`config.mk`:
```
export PLATFORM = sky130hd
export DESIGN_NAME = gpfs_top
export DESIGN_NICKNAME = d
export VERILOG_FILES = /design/src/gpfs_top.v /design/src/gpfs_port.v
export VERILOG_INCLUDE_DIRS = /design/src
export SDC_FILE = /design/constraint.sdc
export NUM_CORES = 1
export LEC_CHECK = 0
export BUFFER_PORTS_ARGS = -buffer_cell sky130_fd_sc_hd__buf_4
export CAP_MARGIN = 25
export CORE_ASPECT_RATIO = 0.75
export CORE_MARGIN = 2
export CORE_UTILIZATION = 39
export CTS_CLUSTER_DIAMETER = 30
export DETAILED_ROUTE_END_ITERATION = 7
export PLACE_DENSITY = 0.56
export SLEW_MARGIN = 10
export SYNTH_ARGS = -nofsm -noshare
export SYNTH_HDL_FRONTEND = slang
export SYNTH_SLANG_ARGS = --single-unit
export TNS_END_PERCENT = 20
```
`constraint.sdc`:
```
create_clock -name clk_i -period 3.4 [get_ports clk_i]
set_clock_uncertainty 0.15 [all_clocks]
set_input_delay 0.51 -clock clk_i [delete_from_list [all_inputs] [get_ports clk_i]]
set_output_delay 0.51 -clock clk_i [all_outputs]
set_load 0.1 [all_outputs]
```
`src/gpfs_map.vh`:
```
// Purpose: constants of the gpio pin function select block
// Assumes: 32-bit classic wishbone, one register per aligned word
// Notes: definitions only
`ifndef GPFS_MAP_VH
`define GPFS_MAP_VH

// per-port register words, port n at byte base n*16
`define GPFS_PORT_STRIDE 8'h10
`define GPFS_REG_ADDR 2'h0
`define GPFS_REG_CTL 2'h1
`define GPFS_REG_IN 2'h2
`define GPFS_REG_OUT 2'h3
// option word
`define GPFS_OFS_OPTION 8'h40
`define GPFS_OPT_PKG28_BIT 0
`define GPFS_OPT_ADC_BIT 1
`define GPFS_OPT_RST 2'h3

// sub-register codes seen through the address register
`define GPFS_SUB_NONE 8'h00
`define GPFS_SUB_DIR 8'h01
`define GPFS_SUB_AF 8'h02
`define GPFS_SUB_OD 8'h03
`define GPFS_SUB_HDE 8'h04
`define GPFS_SUB_SMRE 8'h05
`define GPFS_SUB_PUE 8'h06
`define GPFS_SUB_FS1 8'h07
`define GPFS_SUB_FS2 8'h08

// reset values
`define GPFS_ADDR_RST 8'h00
`define GPFS_DIR_RST 8'hFF
`define GPFS_ZERO_RST 8'h00
`define GPFS_PD_AF_RST 8'h01
`define GPFS_PD_FS1_RST 8'h01

// existing pins per package
`define GPFS_MASK28 32'h01FF3FFF
`define GPFS_MASK20 32'h010F0FFF

`endif

```
`src/gpfs_top.v`:
```
// Purpose: gpio ports a to d with per-pin peripheral function select
// Assumes: classic wishbone slave, 40 MHz clk_i, synchronous reset
// Notes: pin vectors pack port a in [7:0] up to port d in [24]
`timescale 1ns/1ps
`include "gpfs_map.vh"

module gpfs_top (
  input wire clk_i,
  input wire rst_i,
  input wire cyc_i,
  input wire stb_i,
  input wire we_i,
  input wire [7:0] adr_i,
  input wire [3:0] sel_i,
  input wire [31:0] dat_i,
  output reg [31:0] dat_o,
  output reg ack_o,
  input wire [31:0] pin_in_i,
  output reg [31:0] pin_out_o,
  output reg [31:0] pin_oe_o,
  output reg [31:0] pin_hde_o,
  output reg [31:0] pin_pue_o,
  output reg [31:0] pin_smre_o,
  output reg [7:0] led_en_o,
  input wire xtal_en_i,
  input wire timer0_output_i,
  input wire timer0_in_mode_i,
  input wire timer1_output_i,
  input wire timer1_in_mode_i,
  input wire comp_out_i,
  input wire reset_drive_i,
  output reg timer0_input_o,
  output reg timer1_input_o,
  output reg ext_clock_input_o,
  output reg analog_input3_o,
  output reg [7:0] analog_sel_o,
  output reg reset_pin_o,
  output reg reset_fn_o
);

  reg [31:0] sync1_reg;
  reg [31:0] sync2_reg;
  reg [1:0] option_reg;
  wire [31:0] out_w;
  wire [31:0] dir_w;
  wire [31:0] af_w;
  wire [31:0] od_w;
  wire [31:0] hde_w;
  wire [31:0] smre_w;
  wire [31:0] pue_w;
  wire [31:0] fs1_w;
  wire [31:0] fs2_w;
  wire [31:0] rdata_w;
  wire [1:0] port_w;
  wire [1:0] reg_w;
  wire req_w;
  wire wr_w;
  wire opt_hit_w;
  wire port_hit_w;
  reg [31:0] mask_next;
  reg [31:0] out_next;
  reg [31:0] oe_next;
  reg [31:0] ctl_oe;
  reg [7:0] analog_next;
  reg [31:0] rd_next;
  integer i;

  assign port_w = adr_i[5:4];
  assign reg_w = adr_i[3:2];
  assign port_hit_w = (adr_i[7:6] == 2'b00);
  // low two address bits ignored, as on the port words
  assign opt_hit_w = ({adr_i[7:2], 2'b00} == `GPFS_OFS_OPTION);
  assign req_w = cyc_i & stb_i;
  // a write lands on the edge that the master samples ack
  assign wr_w = req_w & we_i & ack_o & sel_i[0];

  // port a has no set registers; port d wakes up in its reset function
  genvar g;
  generate
    for (g = 0; g < 4; g = g + 1)
    begin : g_port
      gpfs_port #(
        .HAS_FS((g == 0) ? 0 : 1),
        .AF_RST((g == 3) ? `GPFS_PD_AF_RST : `GPFS_ZERO_RST),
        .FS1_RST((g == 3) ? `GPFS_PD_FS1_RST : `GPFS_ZERO_RST)
      ) u_port (
        .clk_i(clk_i),
        .rst_i(rst_i),
        .wr_i(wr_w & port_hit_w & (port_w == g)),
        .reg_i(reg_w),
        .wdata_i(dat_i[7:0]),
        .rdata_o(rdata_w[g*8+7:g*8]),
        .out_o(out_w[g*8+7:g*8]),
        .dir_o(dir_w[g*8+7:g*8]),
        .af_o(af_w[g*8+7:g*8]),
        .od_o(od_w[g*8+7:g*8]),
        .hde_o(hde_w[g*8+7:g*8]),
        .smre_o(smre_w[g*8+7:g*8]),
        .pue_o(pue_w[g*8+7:g*8]),
        .fs1_o(fs1_w[g*8+7:g*8]),
        .fs2_o(fs2_w[g*8+7:g*8])
      );
    end
  endgenerate

  // read mux
  always @*
  begin
    rd_next = 32'h00000000;
    if (opt_hit_w)
      rd_next = {30'h00000000, option_reg};
    else if (port_hit_w)
    begin
      if (reg_w == `GPFS_REG_IN)
        rd_next = {24'h000000, sync2_reg[port_w*8 +: 8]};
      else
        rd_next = {24'h000000, rdata_w[port_w*8 +: 8]};
    end
  end

  // bus slave: ack one cycle after the request is seen, dropped the next
  always @(posedge clk_i)
  begin
    if (rst_i)
    begin
      ack_o <= 1'b0;
      dat_o <= 32'h00000000;
      option_reg <= `GPFS_OPT_RST;
    end
    else
    begin
      ack_o <= req_w & ~ack_o;
      // data latched on the taking edge so it stands while ack is high
      if (req_w & ~ack_o)
        dat_o <= rd_next;
      if (wr_w & opt_hit_w)
        option_reg <= dat_i[1:0];
    end
  end

  // pins come from outside the clock domain
  // only the second stage feeds logic, so a metastable first stage stays contained
  always @(posedge clk_i)
  begin
    if (rst_i)
    begin
      sync1_reg <= 32'h00000000;
      sync2_reg <= 32'h00000000;
    end
    else
    begin
      sync1_reg <= pin_in_i;
      sync2_reg <= sync1_reg;
    end
  end

  // pin function resolution
  always @*
  begin
    mask_next = option_reg[`GPFS_OPT_PKG28_BIT] ? `GPFS_MASK28 : `GPFS_MASK20;
    for (i = 0; i < 32; i = i + 1)
    begin
      out_next[i] = out_w[i];
      ctl_oe[i] = ~dir_w[i];
    end
    analog_next = 8'h00;
    // port a: single function, no set registers
    if (af_w[0])
    begin
      out_next[0] = ~timer0_output_i;
      ctl_oe[0] = ~timer0_in_mode_i;
    end
    if (af_w[1])
    begin
      out_next[1] = timer0_output_i;
      ctl_oe[1] = 1'b1;
    end
    for (i = 2; i < 6; i = i + 1)
      if (af_w[i])
        ctl_oe[i] = 1'b0;
    if (af_w[6])
    begin
      out_next[6] = ~timer1_output_i;
      ctl_oe[6] = ~timer1_in_mode_i;
    end
    if (af_w[7])
    begin
      out_next[7] = timer1_output_i;
      ctl_oe[7] = 1'b1;
    end
    // port b: inputs only in peripheral use
    for (i = 8; i < 16; i = i + 1)
      if (af_w[i])
        ctl_oe[i] = 1'b0;
    // analog selects stay off while the converter is disabled
    if (option_reg[`GPFS_OPT_ADC_BIT])
    begin
      analog_next[0] = af_w[8] & fs1_w[8];
      analog_next[1] = af_w[9] & fs1_w[9];
      analog_next[2] = af_w[10] & fs1_w[10];
      analog_next[3] = af_w[11] & fs1_w[11];
      analog_next[7] = af_w[12] & fs1_w[12];
      analog_next[4] = af_w[16] & fs1_w[16];
      analog_next[5] = af_w[17] & fs1_w[17];
      analog_next[6] = af_w[18] & fs1_w[18];
    end
    // port c: led sink or comparator out
    for (i = 16; i < 24; i = i + 1)
      if (af_w[i])
      begin
        out_next[i] = 1'b0;
        ctl_oe[i] = 1'b0;
      end
    if (af_w[19] & ~fs1_w[19])
    begin
      out_next[19] = comp_out_i;
      ctl_oe[19] = 1'b1;
    end
    // port d pin 0: reset pulls low only, plain io is output only
    // the far side pulls the reset line high; the device only sinks it
    if (af_w[24] & fs1_w[24])
    begin
      out_next[24] = 1'b0;
      ctl_oe[24] = reset_drive_i;
    end
    else
      ctl_oe[24] = 1'b1;
    for (i = 0; i < 32; i = i + 1)
    begin
      // open drain drives only the low level
      oe_next[i] = ctl_oe[i] & ~(od_w[i] & out_next[i]);
      // missing pins held driven low so a floating input never leaks
      if (~mask_next[i])
      begin
        out_next[i] = 1'b0;
        oe_next[i] = 1'b1;
      end
    end
    // crystal override applied last so no setting can fight the oscillator
    if (xtal_en_i)
    begin
      out_next[1:0] = 2'b00;
      oe_next[1:0] = 2'b00;
    end
  end

  // every pin control is registered, so setting changes never glitch the pins
  always @(posedge clk_i)
  begin
    if (rst_i)
    begin
      pin_out_o <= 32'h00000000;
      pin_oe_o <= 32'h00000000;
      pin_hde_o <= 32'h00000000;
      pin_pue_o <= 32'h00000000;
      pin_smre_o <= 32'h00000000;
      led_en_o <= 8'h00;
      timer0_input_o <= 1'b0;
      timer1_input_o <= 1'b0;
      ext_clock_input_o <= 1'b0;
      analog_input3_o <= 1'b0;
      analog_sel_o <= 8'h00;
      reset_pin_o <= 1'b1;
      reset_fn_o <= 1'b1;
    end
    else
    begin
      pin_out_o <= out_next;
      pin_oe_o <= oe_next;
      pin_hde_o <= hde_w & mask_next;
      pin_pue_o <= pue_w & mask_next & ~{30'h00000000, {2{xtal_en_i}}};
      pin_smre_o <= smre_w & mask_next;
      led_en_o <= af_w[23:16] & fs1_w[23:16] & mask_next[23:16];
      timer0_input_o <= af_w[0] & timer0_in_mode_i & ~xtal_en_i & sync2_reg[0];
      timer1_input_o <= af_w[6] & timer1_in_mode_i & sync2_reg[6];
      ext_clock_input_o <= af_w[11] & ~fs1_w[11] & sync2_reg[11];
      analog_input3_o <= analog_next[3];
      analog_sel_o <= analog_next;
      reset_pin_o <= (af_w[24] & fs1_w[24]) ? sync2_reg[24] : 1'b1;
      reset_fn_o <= af_w[24] & fs1_w[24];
    end
  end

endmodule // gpfs_top

```
`src/gpfs_port.v`:
```
// Purpose: register bank of one gpio port
// Assumes: write strobe is one cycle, from the bus slave
// Notes: sub-registers reached through the address register
`timescale 1ns/1ps
`include "gpfs_map.vh"

module gpfs_port #(
  parameter HAS_FS = 1,
  parameter [7:0] AF_RST = 8'h00,
  parameter [7:0] FS1_RST = 8'h00
) (
  input wire clk_i,
  input wire rst_i,
  input wire wr_i,
  input wire [1:0] reg_i,
  input wire [7:0] wdata_i,
  output reg [7:0] rdata_o,
  output reg [7:0] out_o,
  output reg [7:0] dir_o,
  output reg [7:0] af_o,
  output reg [7:0] od_o,
  output reg [7:0] hde_o,
  output reg [7:0] smre_o,
  output reg [7:0] pue_o,
  output reg [7:0] fs1_o,
  output reg [7:0] fs2_o
);

  reg [7:0] addr_reg;
  reg [7:0] sub_rd;

  always @*
  begin
    case (addr_reg)
      `GPFS_SUB_DIR: sub_rd = dir_o;
      `GPFS_SUB_AF: sub_rd = af_o;
      `GPFS_SUB_OD: sub_rd = od_o;
      `GPFS_SUB_HDE: sub_rd = hde_o;
      `GPFS_SUB_SMRE: sub_rd = smre_o;
      `GPFS_SUB_PUE: sub_rd = pue_o;
      `GPFS_SUB_FS1: sub_rd = (HAS_FS != 0) ? fs1_o : 8'h00;
      `GPFS_SUB_FS2: sub_rd = (HAS_FS != 0) ? fs2_o : 8'h00;
      default: sub_rd = 8'h00;
    endcase
    case (reg_i)
      `GPFS_REG_ADDR: rdata_o = addr_reg;
      `GPFS_REG_CTL: rdata_o = sub_rd;
      `GPFS_REG_OUT: rdata_o = out_o;
      default: rdata_o = 8'h00;
    endcase
  end

  always @(posedge clk_i)
  begin
    if (rst_i)
    begin
      addr_reg <= `GPFS_ADDR_RST;
      out_o <= `GPFS_ZERO_RST;
      dir_o <= `GPFS_DIR_RST;
      af_o <= AF_RST;
      od_o <= `GPFS_ZERO_RST;
      hde_o <= `GPFS_ZERO_RST;
      smre_o <= `GPFS_ZERO_RST;
      pue_o <= `GPFS_ZERO_RST;
      fs1_o <= FS1_RST;
      fs2_o <= `GPFS_ZERO_RST;
    end
    else if (wr_i)
    begin
      if (reg_i == `GPFS_REG_ADDR)
        addr_reg <= wdata_i;
      if (reg_i == `GPFS_REG_OUT)
        out_o <= wdata_i;
      if (reg_i == `GPFS_REG_CTL)
      begin
        // code zero and unlisted codes write nothing, guarding against stray writes
        case (addr_reg)
          `GPFS_SUB_DIR: dir_o <= wdata_i;
          `GPFS_SUB_AF: af_o <= wdata_i;
          `GPFS_SUB_OD: od_o <= wdata_i;
          `GPFS_SUB_HDE: hde_o <= wdata_i;
          `GPFS_SUB_SMRE: smre_o <= wdata_i;
          `GPFS_SUB_PUE: pue_o <= wdata_i;
          `GPFS_SUB_FS1: if (HAS_FS != 0) fs1_o <= wdata_i;
          `GPFS_SUB_FS2: if (HAS_FS != 0) fs2_o <= wdata_i;
          default: addr_reg <= addr_reg;
        endcase
      end
    end
  end

endmodule // gpfs_port

```
* Word level (Yosys, flattened, before mapping) *
Cells that the tools add are included.

operators by class
  eq/ne operators = 43
  shift-type cells = 2
  mux-type cells = 96
  bitwise operators = 204
  reduce and logical (&&, ||, !) cells = 80

operators with widths
  kind                  count
  $pmux W8 S8           3
  $eq A8 B3 Y1 const B  16
  $mux W8               15
  $not A1 Y1            97
  $and A32 B25 Y32      3
  $pmux W8 S3           4
  $and A1 B1 Y1         92
  $reduce_and A3 Y1     30
  $mux W1               72
  $reduce_or A2 Y1      33
  $eq A8 B2 Y1 const B  8
  $shiftx A32 B6 Y8     2
  $pmux W8 S6           1
  $and A32 B32 Y32      1
  $eq A8 B1 Y1 const B  4
  $eq A8 B4 Y1 const B  4
  $not A2 Y32           1
  $reduce_or A8 Y1      4
  $mux W24              1
  $and A8 B8 Y8         2
  $reduce_and A2 Y1     8
  $eq A2 B2 Y1 const B  4
  $ne A2 B2 Y1 const B  4
  $not A1 Y1 const A    8
  4 further kinds       8

storage, ports and cells
  bits in registers = 584
  input port bits = 88
  output and inout bits = 215
  word-level logic and storage cells = 513

* Longest topological paths before layout *
Gate-level depths: netlist (run 1).

  depth in word-level cells = 7
  depth in mapped cells = 9
  gate-level depth less buffers = 6

* Cells and area by module *
A second synthesis (run 1) with hierarchy kept.

second synthesis, totals
  cell total of the unflattened synthesis = 2200
  area total of the unflattened synthesis = 21365.5 um^2

by module, submodules not included
  module                            instances  cells each  area an instance (um^2)  sequential area each (um^2)
  gpfs_port (g_port[1].u_port ...)  2          407         3746.1                   1601.5
  gpfs_top                          1          651         7083.0                   4244.1
  gpfs_port (g_port[3].u_port)      1          407         3712.3                   1601.5
  gpfs_port (g_port[0].u_port)      1          328         3078.0                   1281.2

* Worst setup path after synthesis (run 1) *
Ideal clock, no wire load.

  kind = register to register
  start = reg ack_o
  end = reg g_port[2].u_port.od_o[2]
  setup time = 0.128 ns
  arrival time = 2.713 ns
  data required time = 3.122 ns
  path slack = 0.410 ns
  cell stages (with the launch flop) = 8
  buffers on the path = 1
  clock period less this slack = 2.990 ns
  cells stage by stage = dfxtp_1 -> and4_1 -> nand3_1 -> or4_1 -> nor3b_1 -> buf_2 -> mux2i_1 -> nor2_1

on the way
  cells in the longest elaborated chain, start to end = 5

RTL lines
  what                         line            text
  start, declared              gpfs_top.v:17   output reg ack_o,
  start signal, assigned       gpfs_top.v:132  ack_o <= req_w & ~ack_o;
  $and A1 B1 Y1 (2 in a row)   gpfs_top.v:75   assign wr_w = req_w & we_i & ack_o & sel_i[0];
  $and A1 B1 Y1 (2 in a row)   gpfs_top.v:89   .wr_i(wr_w & port_hit_w & (port_w == g)),
  $reduce_and A3 Y1 (no line)  --
  end signal, assigned         gpfs_port.v:61  od_o <= `GPFS_ZERO_RST;
  end signal, assigned         gpfs_port.v:80  `GPFS_SUB_OD: od_o <= wdata_i;
  end, declared                gpfs_port.v:21  output reg [7:0] od_o,

Every way passes these cells.
A chain may end at the register's enable or synchronous reset.

* Worst setup path in the final report (run 1) *
  start = reg g_port[2].u_port.addr_reg[1]
  end = reg dat_o[6]

on the way
  cells in the longest elaborated chain, start to end = 7
  elaborated cells between the ends (all ways) = 14
  classes of those cells = eq/ne (8); shift (1); mux (5)

RTL lines
  what                                        line            text
  start, declared                             gpfs_port.v:29  reg [7:0] addr_reg;
  start signal, assigned                      gpfs_port.v:57  addr_reg <= `GPFS_ADDR_RST;
  start signal, assigned                      gpfs_port.v:71  addr_reg <= wdata_i;
  start signal, assigned                      gpfs_port.v:86  default: addr_reg <= addr_reg;
  $eq A8 B4 Y1, or another cell as far along  gpfs_port.v:34  case (addr_reg)
  $pmux W8 S8 (*)                             gpfs_port.v:34
  $pmux W8 S3 (*)                             gpfs_port.v:45  case (reg_i)
  $shiftx A32 B6 Y8 (*)                       gpfs_top.v:117  rd_next = {24'h000000, rdata_w[port_w*8 +: 8]};
  $mux W8 (*)                                 gpfs_top.v:114  if (reg_w == `GPFS_REG_IN)
  $mux W8 (*)                                 gpfs_top.v:112  else if (port_hit_w)
  $mux W8 (*)                                 gpfs_top.v:110  if (opt_hit_w)
  end signal, assigned                        gpfs_top.v:135  dat_o <= rd_next;
  end, declared                               gpfs_top.v:16   output reg [31:0] dat_o,

Mark *: on every way between the ends. The rest lies on a longest branch, timed or not.

==> results.toml, run 1 <==
[outcome]
outcome = "complete, no violations"

[cells_and_area]
fillers = 5017
syn2layout_area_growth_pct = 27.9
fin_nets = 2596
finalInstanceArea_um2 = 27100
drive_gt1_share_pct = 20.3
mostFrequentLayoutCells = "dfxtp_1 (516), buf_4 (279), mux2i_1 (251), nand2_1 (239), nor2_1 (234)"
layout_commonest_cell = "dfxtp_1"

[worst_setup_path]
crit_start = "g_port[2].u_port.addr_reg[1]$_SDFFE_PP0P_"
start_kind = "flip-flop"
reg2reg_depth = 6
crit_required_ns = 3.82
critical_path_arrival_ns = 3.30
critPathMaxFanout = 17
critPathCaptureType = "flip-flop"
rrSetupSlack_ns = 0.52
path_class = "flip-flop to flip-flop"
r2r_end = "dat_o[6]$_SDFFE_PP0P_"
rr_startpoint = "g_port[2].u_port.addr_reg[1]$_SDFFE_PP0P_"
cp-endpoint = "dat_o[6]$_SDFFE_PP0P_"

[floorplanning]
dieHeight_um = 206
ios = 303
initial_core_util_pct = 39.2
dieWidth_um = 273
core_area_um2 = 54100
die_area_um2 = 56300
num_rows = 74

[detailed_routing]
vias = 17583
wl_um = 66500
vias_per_cell = 5.30
wl_per_cell_um = 20.1
drt_iter0_drc = 1384
drc_errors = 0
ant_nets = 0
first_pass_iters = 5

[place]
post-place-ws_ns = 0.478
place.gp.congestion = 0.894
place_area_um2 = 23300
hpwlAfterDp_um = 44100
portBuffers = 213

[synthesis]
synth_fa_ha_area_share_pct = 0
synth_mux_area_share_pct = 14.5
ys.flop_type = "dfxtp_1"
synth_simple_gate_area_share_pct = 19.1
synth_top_family_by_area = "simple AND/OR/NAND/NOR gates"
synth-compound-area-share_pct = 11.6
synthXorXnorAreaFrac_pct = 0.0825
synth_area_um2 = 21200
ys_seq_area_share_pct = 48.7
synth_edf_count = 0
synth_seq_cells = 516
ys.warnings.count = 0
synthArstFlopShare_pct = 0
yosysUniqueCellTypes = 75
syn_inst = 2273
avgSynthCellArea_um2 = 9.34

[sta]
fmax_ghz = 0.347
relSlewSlack_pct = 34.6
setup_violations = 0
setup_ws_ns = 0.520
fin_crit_ns = 2.88
fin_setup_tns_ns = 0
rsz0062_at_grt = "false"
finalCritPeriodShare_pct = 84.7
finalHoldViolCount = 0
tightest_slew_ns = 0.980
slew_viol_final = 0

[grt]
antenna_found_initial = 6
grt_max_degree = 86
grt_pass1_wl_um = 99500
grt_pass1_vias = 16783
groute.usage.overall_pct = 23.0
overflow = 0

[clocking]
cts_tree = "built"
root_buffer = "clkbuf_16"
clkLatencyLatePin_ns = 0.65
clockBufferDepth = 3
cts.sinks = 516
cts-htree-levels = 3
cts_resized = 0
cts_buffers = 99
clk_pin_slew_worst_paths_ns = 0.06

[power_and_ir_drop]
power.leakage_nw = 10.5
vdd_drop_max_uv = 416
power_density_nw_per_um2 = 620
finalPower_mw = 16.8

[worst_hold_path]
hold_class = "primary input to flip-flop"

[job]
cap_violations = 0
## cell usage after synthesis, types with 14 or more instances
library cell  number  area [um^2]
a22oi_1           16          120
clkbuf_1         149          559
mux2_2            17          191
dfxtp_1          516        10300
mux2i_1          251         2510
nor2b_1          139          870
mux4_2            17          383
nand2_1          239          897
nor2_1           234          878
o21ai_0           87          435
buf_2             14         70.1
buf_4             69          518
nand3_1           14         70.1
and3_1            17          106
a2111oi_0         15          131
and2_1            27          169
a21oi_1          181          906
nor3_1            27          135
inv_1             14         52.6
## critical path, cell delays in order, from the launching register on
cell	delay, ns
dfxtp_1	0.88
nor2b_1	0.55
a21oi_1	0.11
o21ai_0	0.11
nor4b_1	0.64
a2111oi_0	0.16
a31oi_1	0.20
## layout make-up
type	count	area [um^2]	share of cell area, %
Sequential cell	516	10300	38.0
Multi-Input combinational cell	1556	9850	36.3
Clock buffer	120	2710	9.99
Timing Repair Buffer	320	2540	9.37
Tap cell	722	903	3.33
Clock inverter	64	742	2.73
Inverter	15	56.3	0.207
Antenna cell	4	10.0	0.0369
## report_power, final
part           internal (mW)  leakage (nW)  switching [mW]
combinational          0.162          4.62           0.691
sequential              6.10          4.17          0.0225
clock                   6.39          1.67            3.47
total                   12.7          10.5            4.18
## layer usage
layer | vias to the layer above | global-route usage, % | share of wire [%]
met5 | - | 0 | 0.041
met1 | 8557 | 31.3 | 45
met2 | 621 | 35.8 | 45
li1 | 8265 | - | -
met4 | 4 | 7.71 | 2.6
met3 | 136 | 5.17 | 7.1
## metrics by stage
stage	util [%]	std cells	hold WS [ns]
after floorplan	-	2332	0.264
after global placement	43.1	3092	0.274
after detailed placement	43.1	3092	0.278
after CTS	50.2	3312	0.0254
after global routing	50.2	3315	0.0373
final	50.2	3317	0.0426
## timing repair
action                                 4_1_cts  5_1_grt
buffers inserted                             0        0
hold buffers                                36        0
endpoints found under the hold margin       40        0
## logic make-up after synthesis
logic type | count (synthesis)
DFF | 516
and+or+nand+nor | 803
buffers and inverters | 260
AOI/OAI and AO/OA | 406
other | 1
muxes | 285
xor gates and xnor gates | 2
## how the worst min path moves through the flow
stage,startpoint,to,slack (ns),cells after the start
floorplan,sync1_reg[0]$_SDFF_PP0_,sync2_reg[0]$_SDFF_PP0_,0.26,1
global placement,sync1_reg[24]$_SDFF_PP0_,sync2_reg[24]$_SDFF_PP0_,0.27,1
detailed placement,sync1_reg[14]$_SDFF_PP0_,sync2_reg[14]$_SDFF_PP0_,0.28,1
CTS,timer0_output_i,pin_out_o[1]$_SDFF_PP0_,0.03,3
global route,reset_drive_i,pin_oe_o[24]$_SDFF_PP0_,0.04,3
finish,timer0_output_i,pin_out_o[1]$_SDFF_PP0_,0.04,3
Power figures use the tool's default switching activity.
==> run 2, diff against run 1 <==
Clock period 3.4 ns to 2.7 ns, I/O delays scaled along.
==> results.toml, run 2 (synthesized netlist as in run 1, its figures left out) <==
[worst_hold_path]
hold_class = "primary input to flip-flop"

[floorplanning]
num_rows = 74
ios = 303
dieHeight_um = 206
initial_core_util_pct = 39.2
dieWidth_um = 273
die_area_um2 = 56300
core_area_um2 = 54100

[detailed_routing]
drt_iter0_drc = 1632
drc_errors = 0
vias = 17881
vias_per_cell = 5.25
wl_per_cell_um = 19.9
ant_nets = 0
first_pass_iters = 5
wl_um = 67900

[clocking]
cts.sinks = 516
root_buffer = "clkbuf_16"
cts_tree = "built"
clockBufferDepth = 3
cts_buffers = 98
clk_pin_slew_worst_paths_ns = 0.05
cts-htree-levels = 3
clkLatencyLatePin_ns = 0.64

[place]
place.gp.congestion = 0.919
portBuffers = 213
place_area_um2 = 24100
placed_cells = 3176
hpwlAfterDp_um = 46000

[power_and_ir_drop]
clkPwrFrac_pct = 58.8
swShare_pct = 24.3
pwr-share-seq_pct = 36.0
p_int_mw = 16.2
comb_power_share_pct = 5.2
power.leakage_nw = 11.0
power_density_nw_per_um2 = 764
p_switching_mw = 5.20
vdd_drop_max_uv = 551

[worst_setup_path]
r2r_end = "dat_o[4]$_SDFFE_PP0P_"
start_kind = "flip-flop"
cp-endpoint = "dat_o[4]$_SDFFE_PP0P_"
critPathCaptureType = "flip-flop"
rr_startpoint = "g_port[2].u_port.addr_reg[1]$_SDFFE_PP0P_"
critical_path_arrival_ns = 3.01
path_class = "flip-flop to flip-flop"
crit_required_ns = 3.08
rrSetupSlack_ns = 0.07
reg2reg_depth = 8
critPathMaxFanout = 22
crit_start = "g_port[2].u_port.addr_reg[1]$_SDFFE_PP0P_"

[cells_and_area]
finalInstanceArea_um2 = 28000
fillers = 4933
mostFrequentLayoutCells = "dfxtp_1 (514), buf_4 (351), mux2i_1 (251), nand2_1 (239), nor2_1 (234)"
drive_gt1_share_pct = 22.8
final_util_pct = 51.8
fin_nets = 2685
syn2layout_area_growth_pct = 32.0
layout_commonest_cell = "dfxtp_1"
stdcell_count = 3404

[grt]
antenna_found_initial = 5
grt_pass1_wl_um = 102000
grt_pass1_vias = 17128
groute.usage.overall_pct = 23.6
grt_max_degree = 102
overflow = 0

[sta]
tightest_slew_ns = 0.758
fmax_ghz = 0.381
finalHoldViolCount = 0
slew_viol_final = 0
fin_setup_tns_ns = 0
finalCritPeriodShare_pct = 97.3
relSlewSlack_pct = 48.8
rsz0062_at_grt = "false"
fin_crit_ns = 2.63
setup_violations = 0

[outcome]
outcome = "complete, no violations"

[job]
cap_violations = 0
[run 2: cell count changes in the layout (fill, tap and decap cells not counted), sizes merged]
cell | previous run | this run
inv | 33 | 32
diode | 4 | 1
clkbuf | 120 | 119
bufinv | 8 | 12
clkinv | 27 | 24
buf | 284 | 367
dlygate4sd3 | 36 | 43
clkinvlp | 11 | 12
[run 2: what timing repair did]
action | in CTS | in global routing
hold buffers | 43 | 0
buffers inserted | 0 | 0
hold endpoints to repair | 75 | 0
resized for setup | 0 | 2
setup endpoints to repair | 0 | 2
[run 2: how the worst min path moves through the flow]
stage	start	end	slack, ns	depth (start not counted)
2_1_floorplan	sync1_reg[0]$_SDFF_PP0_	sync2_reg[0]$_SDFF_PP0_	0.26	1
3_3_place_gp	sync1_reg[17]$_SDFF_PP0_	sync2_reg[17]$_SDFF_PP0_	0.27	1
3_5_place_dp	sync1_reg[0]$_SDFF_PP0_	sync2_reg[0]$_SDFF_PP0_	0.28	1
4_1_cts	sel_i[0]	option_reg[0]$_SDFFE_PP1P_	0.05	4
5_1_grt	sel_i[0]	option_reg[1]$_SDFFE_PP1P_	0.09	4
6_report	sel_i[0]	option_reg[0]$_SDFFE_PP1P_	0.08	4
[run 2: cell type report]
cell class | count | area [um^2] | share of cell area (%)
Sequential cell | 516 | 10300 | 36.9
Timing Repair Buffer | 410 | 3380 | 12.1
Tap cell | 722 | 903 | 3.23
Inverter | 15 | 56.3 | 0.201
Antenna cell | 1 | 2.50 | 0.00894
Clock buffer | 119 | 2670 | 9.55
Clock inverter | 65 | 798 | 2.85
Multi-Input combinational cell | 1556 | 9850 | 35.2
[run 2: per-stage QoR]
| stage | setup slack, ns | total power, mW | hold WS (ns) |
|---|---|---|---|
| floorplan | 0.0589 | 8.68 | 0.264 |
| global placement | 0.0341 | 8.91 | 0.273 |
| detailed placement | 0.0225 | 8.91 | 0.278 |
| CTS | 0.138 | 21.6 | 0.0458 |
| global route | 0.00850 | 22.0 | 0.0928 |
| finish | 0.0727 | 21.4 | 0.0779 |
[run 2: metal layers]
layer / wire length (um) / global-route usage, % / vias to the layer above
li1: - / - / 8434
met1: 30400 / 32.2 / 8682
met2: 30900 / 36.5 / 645
met3: 4710 / 5.57 / 114
met4: 1830 / 8.39 / 6
met5: 43 / 0 / -
[run 2: worst max-delay path: stages, from the launching register on]
cell and delay [ns]:
dfxtp_1 0.41, buf_12 0.20, mux2_2 0.39, a221oi_1 0.41
a2111oi_0 0.13, nor3_1 0.38, buf_4 0.19, nor3_1 0.05
a22o_1 0.21
[run 2: power by group through the flow]
| stage | Combinational, mW | Sequential [mW] | Clock (mW) |
|---|---|---|---|
| finish | 1.11 | 7.71 | 12.6 |
| global placement | 1.05 | 7.86 | 0 |
| floorplan | 0.800 | 7.88 | 0 |
| global route | 1.15 | 7.70 | 13.2 |
| detailed placement | 1.05 | 7.86 | 0 |
| CTS | 1.10 | 7.71 | 12.8 |
==> run 3, diff against run 2 <==
Settings changed: CORE_UTILIZATION 39 to 40, PLACE_DENSITY 0.56 to 0.57, SYNTH_HIERARCHICAL from default to 1.
==> results.toml, run 3 <==
[worst_hold_path]
hold_class = "primary input to flip-flop"

[worst_setup_path]
crit_start = "g_port[2].u_port/addr_reg[2]$_SDFFE_PP0P_"
path_common_cell = "nand2_1"
r2r_end = "dat_o[3]$_SDFFE_PP0P_"
critPathMaxFanout = 12
cp-endpoint = "dat_o[3]$_SDFFE_PP0P_"
start_kind = "flip-flop"
rr_startpoint = "g_port[2].u_port/addr_reg[2]$_SDFFE_PP0P_"
crit_required_ns = 3.07
crit_buf_inv = 1
crit_slowest_cell = "a211oi_1"
reg2reg_depth = 9
critical_path_arrival_ns = 3.04
cp_top_family = "compound AO/OA/AOI/OAI gates"
critPathCaptureType = "flip-flop"
slowest_delay_ns = 0.43
critical_path.cell_chain = "and2b_2 -> buf_4 -> nand2_1 -> o221ai_1 -> a211oi_1 -> o21ai_0 -> nand2_1 -> a32oi_1 -> a32o_1"
worst-path-stages = 9
rrSetupSlack_ns = 0.03
path_class = "flip-flop to flip-flop"

[grt]
antenna_found_initial = 3
grt_pass1_wl_um = 100000
groute.usage.overall_pct = 23.6
grt_max_degree = 116
grt_pass1_vias = 16789
overflow = 0

[clocking]
cts_buffers = 99
clockBufferDepth = 3
cts_setup_buffers = 0
cts-htree-levels = 3
clk_pin_slew_worst_paths_ns = 0.05
cts.sinks = 516
cts_tree = "built"
root_buffer = "clkbuf_16"
clkLatencyLatePin_ns = 0.64

[cells_and_area]
drive_gt1_share_pct = 24.4
fin_nets = 2621
syn2layout_area_growth_pct = 31.4
layout_commonest_cell = "dfxtp_1"
mostFrequentLayoutCells = "dfxtp_1 (506), buf_4 (364), nor2_1 (262), mux2i_1 (248), nor2b_1 (150)"
final_util_pct = 53.0

[sta]
relSlewSlack_pct = 36.9
rsz0062_at_grt = "true"
slew_viol_final = 0
fin_hold_ws_ns = 0.0550
finalCritPeriodShare_pct = 98.8
fin_setup_tns_ns = 0
fmax_ghz = 0.375
finalHoldViolCount = 0
tightest_slew_ns = 0.923
setup_ws_ns = 0.0315
setup_violations = 0
fin_crit_ns = 2.67

[place]
portBuffers = 213
post-place-ws_ns = -0.180
place.gp.congestion = 0.909
hpwlAfterDp_um = 44800

[detailed_routing]
first_pass_iters = 5
wl_per_cell_um = 20.0
vias_per_cell = 5.27
drc_errors = 0
wl_um = 66600
ant_nets = 0
vias = 17542
drt_iter0_drc = 1518

[floorplanning]
dieWidth_um = 270
dieHeight_um = 204
ios = 303
core_area_um2 = 52700
initial_core_util_pct = 40.3
die_area_um2 = 55000
num_rows = 73

[synthesis]
ys.warnings.count = 6
syn_inst = 2183
avgSynthCellArea_um2 = 9.73
synth_area_um2 = 21200

[power_and_ir_drop]
power_density_nw_per_um2 = 761
vdd_drop_max_uv = 467
power.leakage_nw = 11.7

[job]
cap_violations = 0

[outcome]
outcome = "complete, no violations"
[run 3: cell types whose count changed in the layout (fill, tap and decap cells not counted), moves of 18 or more]
cell	delta
a221oi_1	+18
a22oi_1	+48
and3_1	+21
nand3_1	+33
a21oi_1	-100
nor2_1	+28
o21ai_0	-28
a211o_1	+25
nand2_1	-107
[run 3: worst min path at each step]
stage | startpoint | endpoint | slack [ns] | cells after the start
3_3_place_gp | sync1_reg[0]$_SDFF_PP0_ | sync2_reg[0]$_SDFF_PP0_ | 0.27 | 1
2_1_floorplan | sync2_reg[24]$_SDFF_PP0_ | reset_pin_o$_SDFF_PP1_ | 0.26 | 1
6_report | sel_i[0] | option_reg[1]$_SDFFE_PP1P_ | 0.05 | 4
3_5_place_dp | sync1_reg[0]$_SDFF_PP0_ | sync2_reg[0]$_SDFF_PP0_ | 0.27 | 1
5_1_grt | sel_i[0] | option_reg[0]$_SDFFE_PP1P_ | 0.05 | 4
4_1_cts | sel_i[0] | option_reg[1]$_SDFFE_PP1P_ | 0.02 | 4
[run 3: final cells by class]
type	instances	area, um^2
antenna	2	5.00
fill	4756	24800
sequential	516	10300
multi-input combinational	1485	9740
tap	712	891
clock inverter	69	803
inverter	7	26.3
timing repair buffer	424	3460
clock buffer	116	2630
[run 3: through the flow]
step                      instance area (um^2)  cells  power (mW)
after global routing                     27900   3331        21.9
after global placement                   23900   3099        8.83
final                                    27900   3331        21.2
after detailed placement                 23900   3099        8.84
after floorplan                          21500   2242        8.67
after CTS                                27800   3329        21.4
[run 3: power by group]
group | switching (mW) | internal, mW | total [mW]
sequential | 0.0226 | 7.68 | 7.70
combinational | 0.833 | 0.213 | 1.05
clock | 4.37 | 8.13 | 12.5
[run 3: worst reg2reg max path, delay by kind of cell (launching register included)]
kind	cells	cell delay (ns)
simple gates	3	0.63
buf+inv	1	0.18
flops	1	0.39
compound gates	5	1.22
[run 3: routing by layer]
metal | global-route usage (%) | wire length (um)
met1 | 34.7 | 32200
met2 | 33.6 | 27800
met3 | 5.11 | 4840
met4 | 8.29 | 1800
met5 | 0 | 0
[run 3: timing repair]
item / 4_1_cts / 5_1_grt
gates resized for setup: 11 / 23
setup endpoints to repair: 5 / 9
endpoints found under the hold margin: 74 / 0
cloned: 0 / 0
hold buffers: 45 / 0
pin swaps: 0 / 1
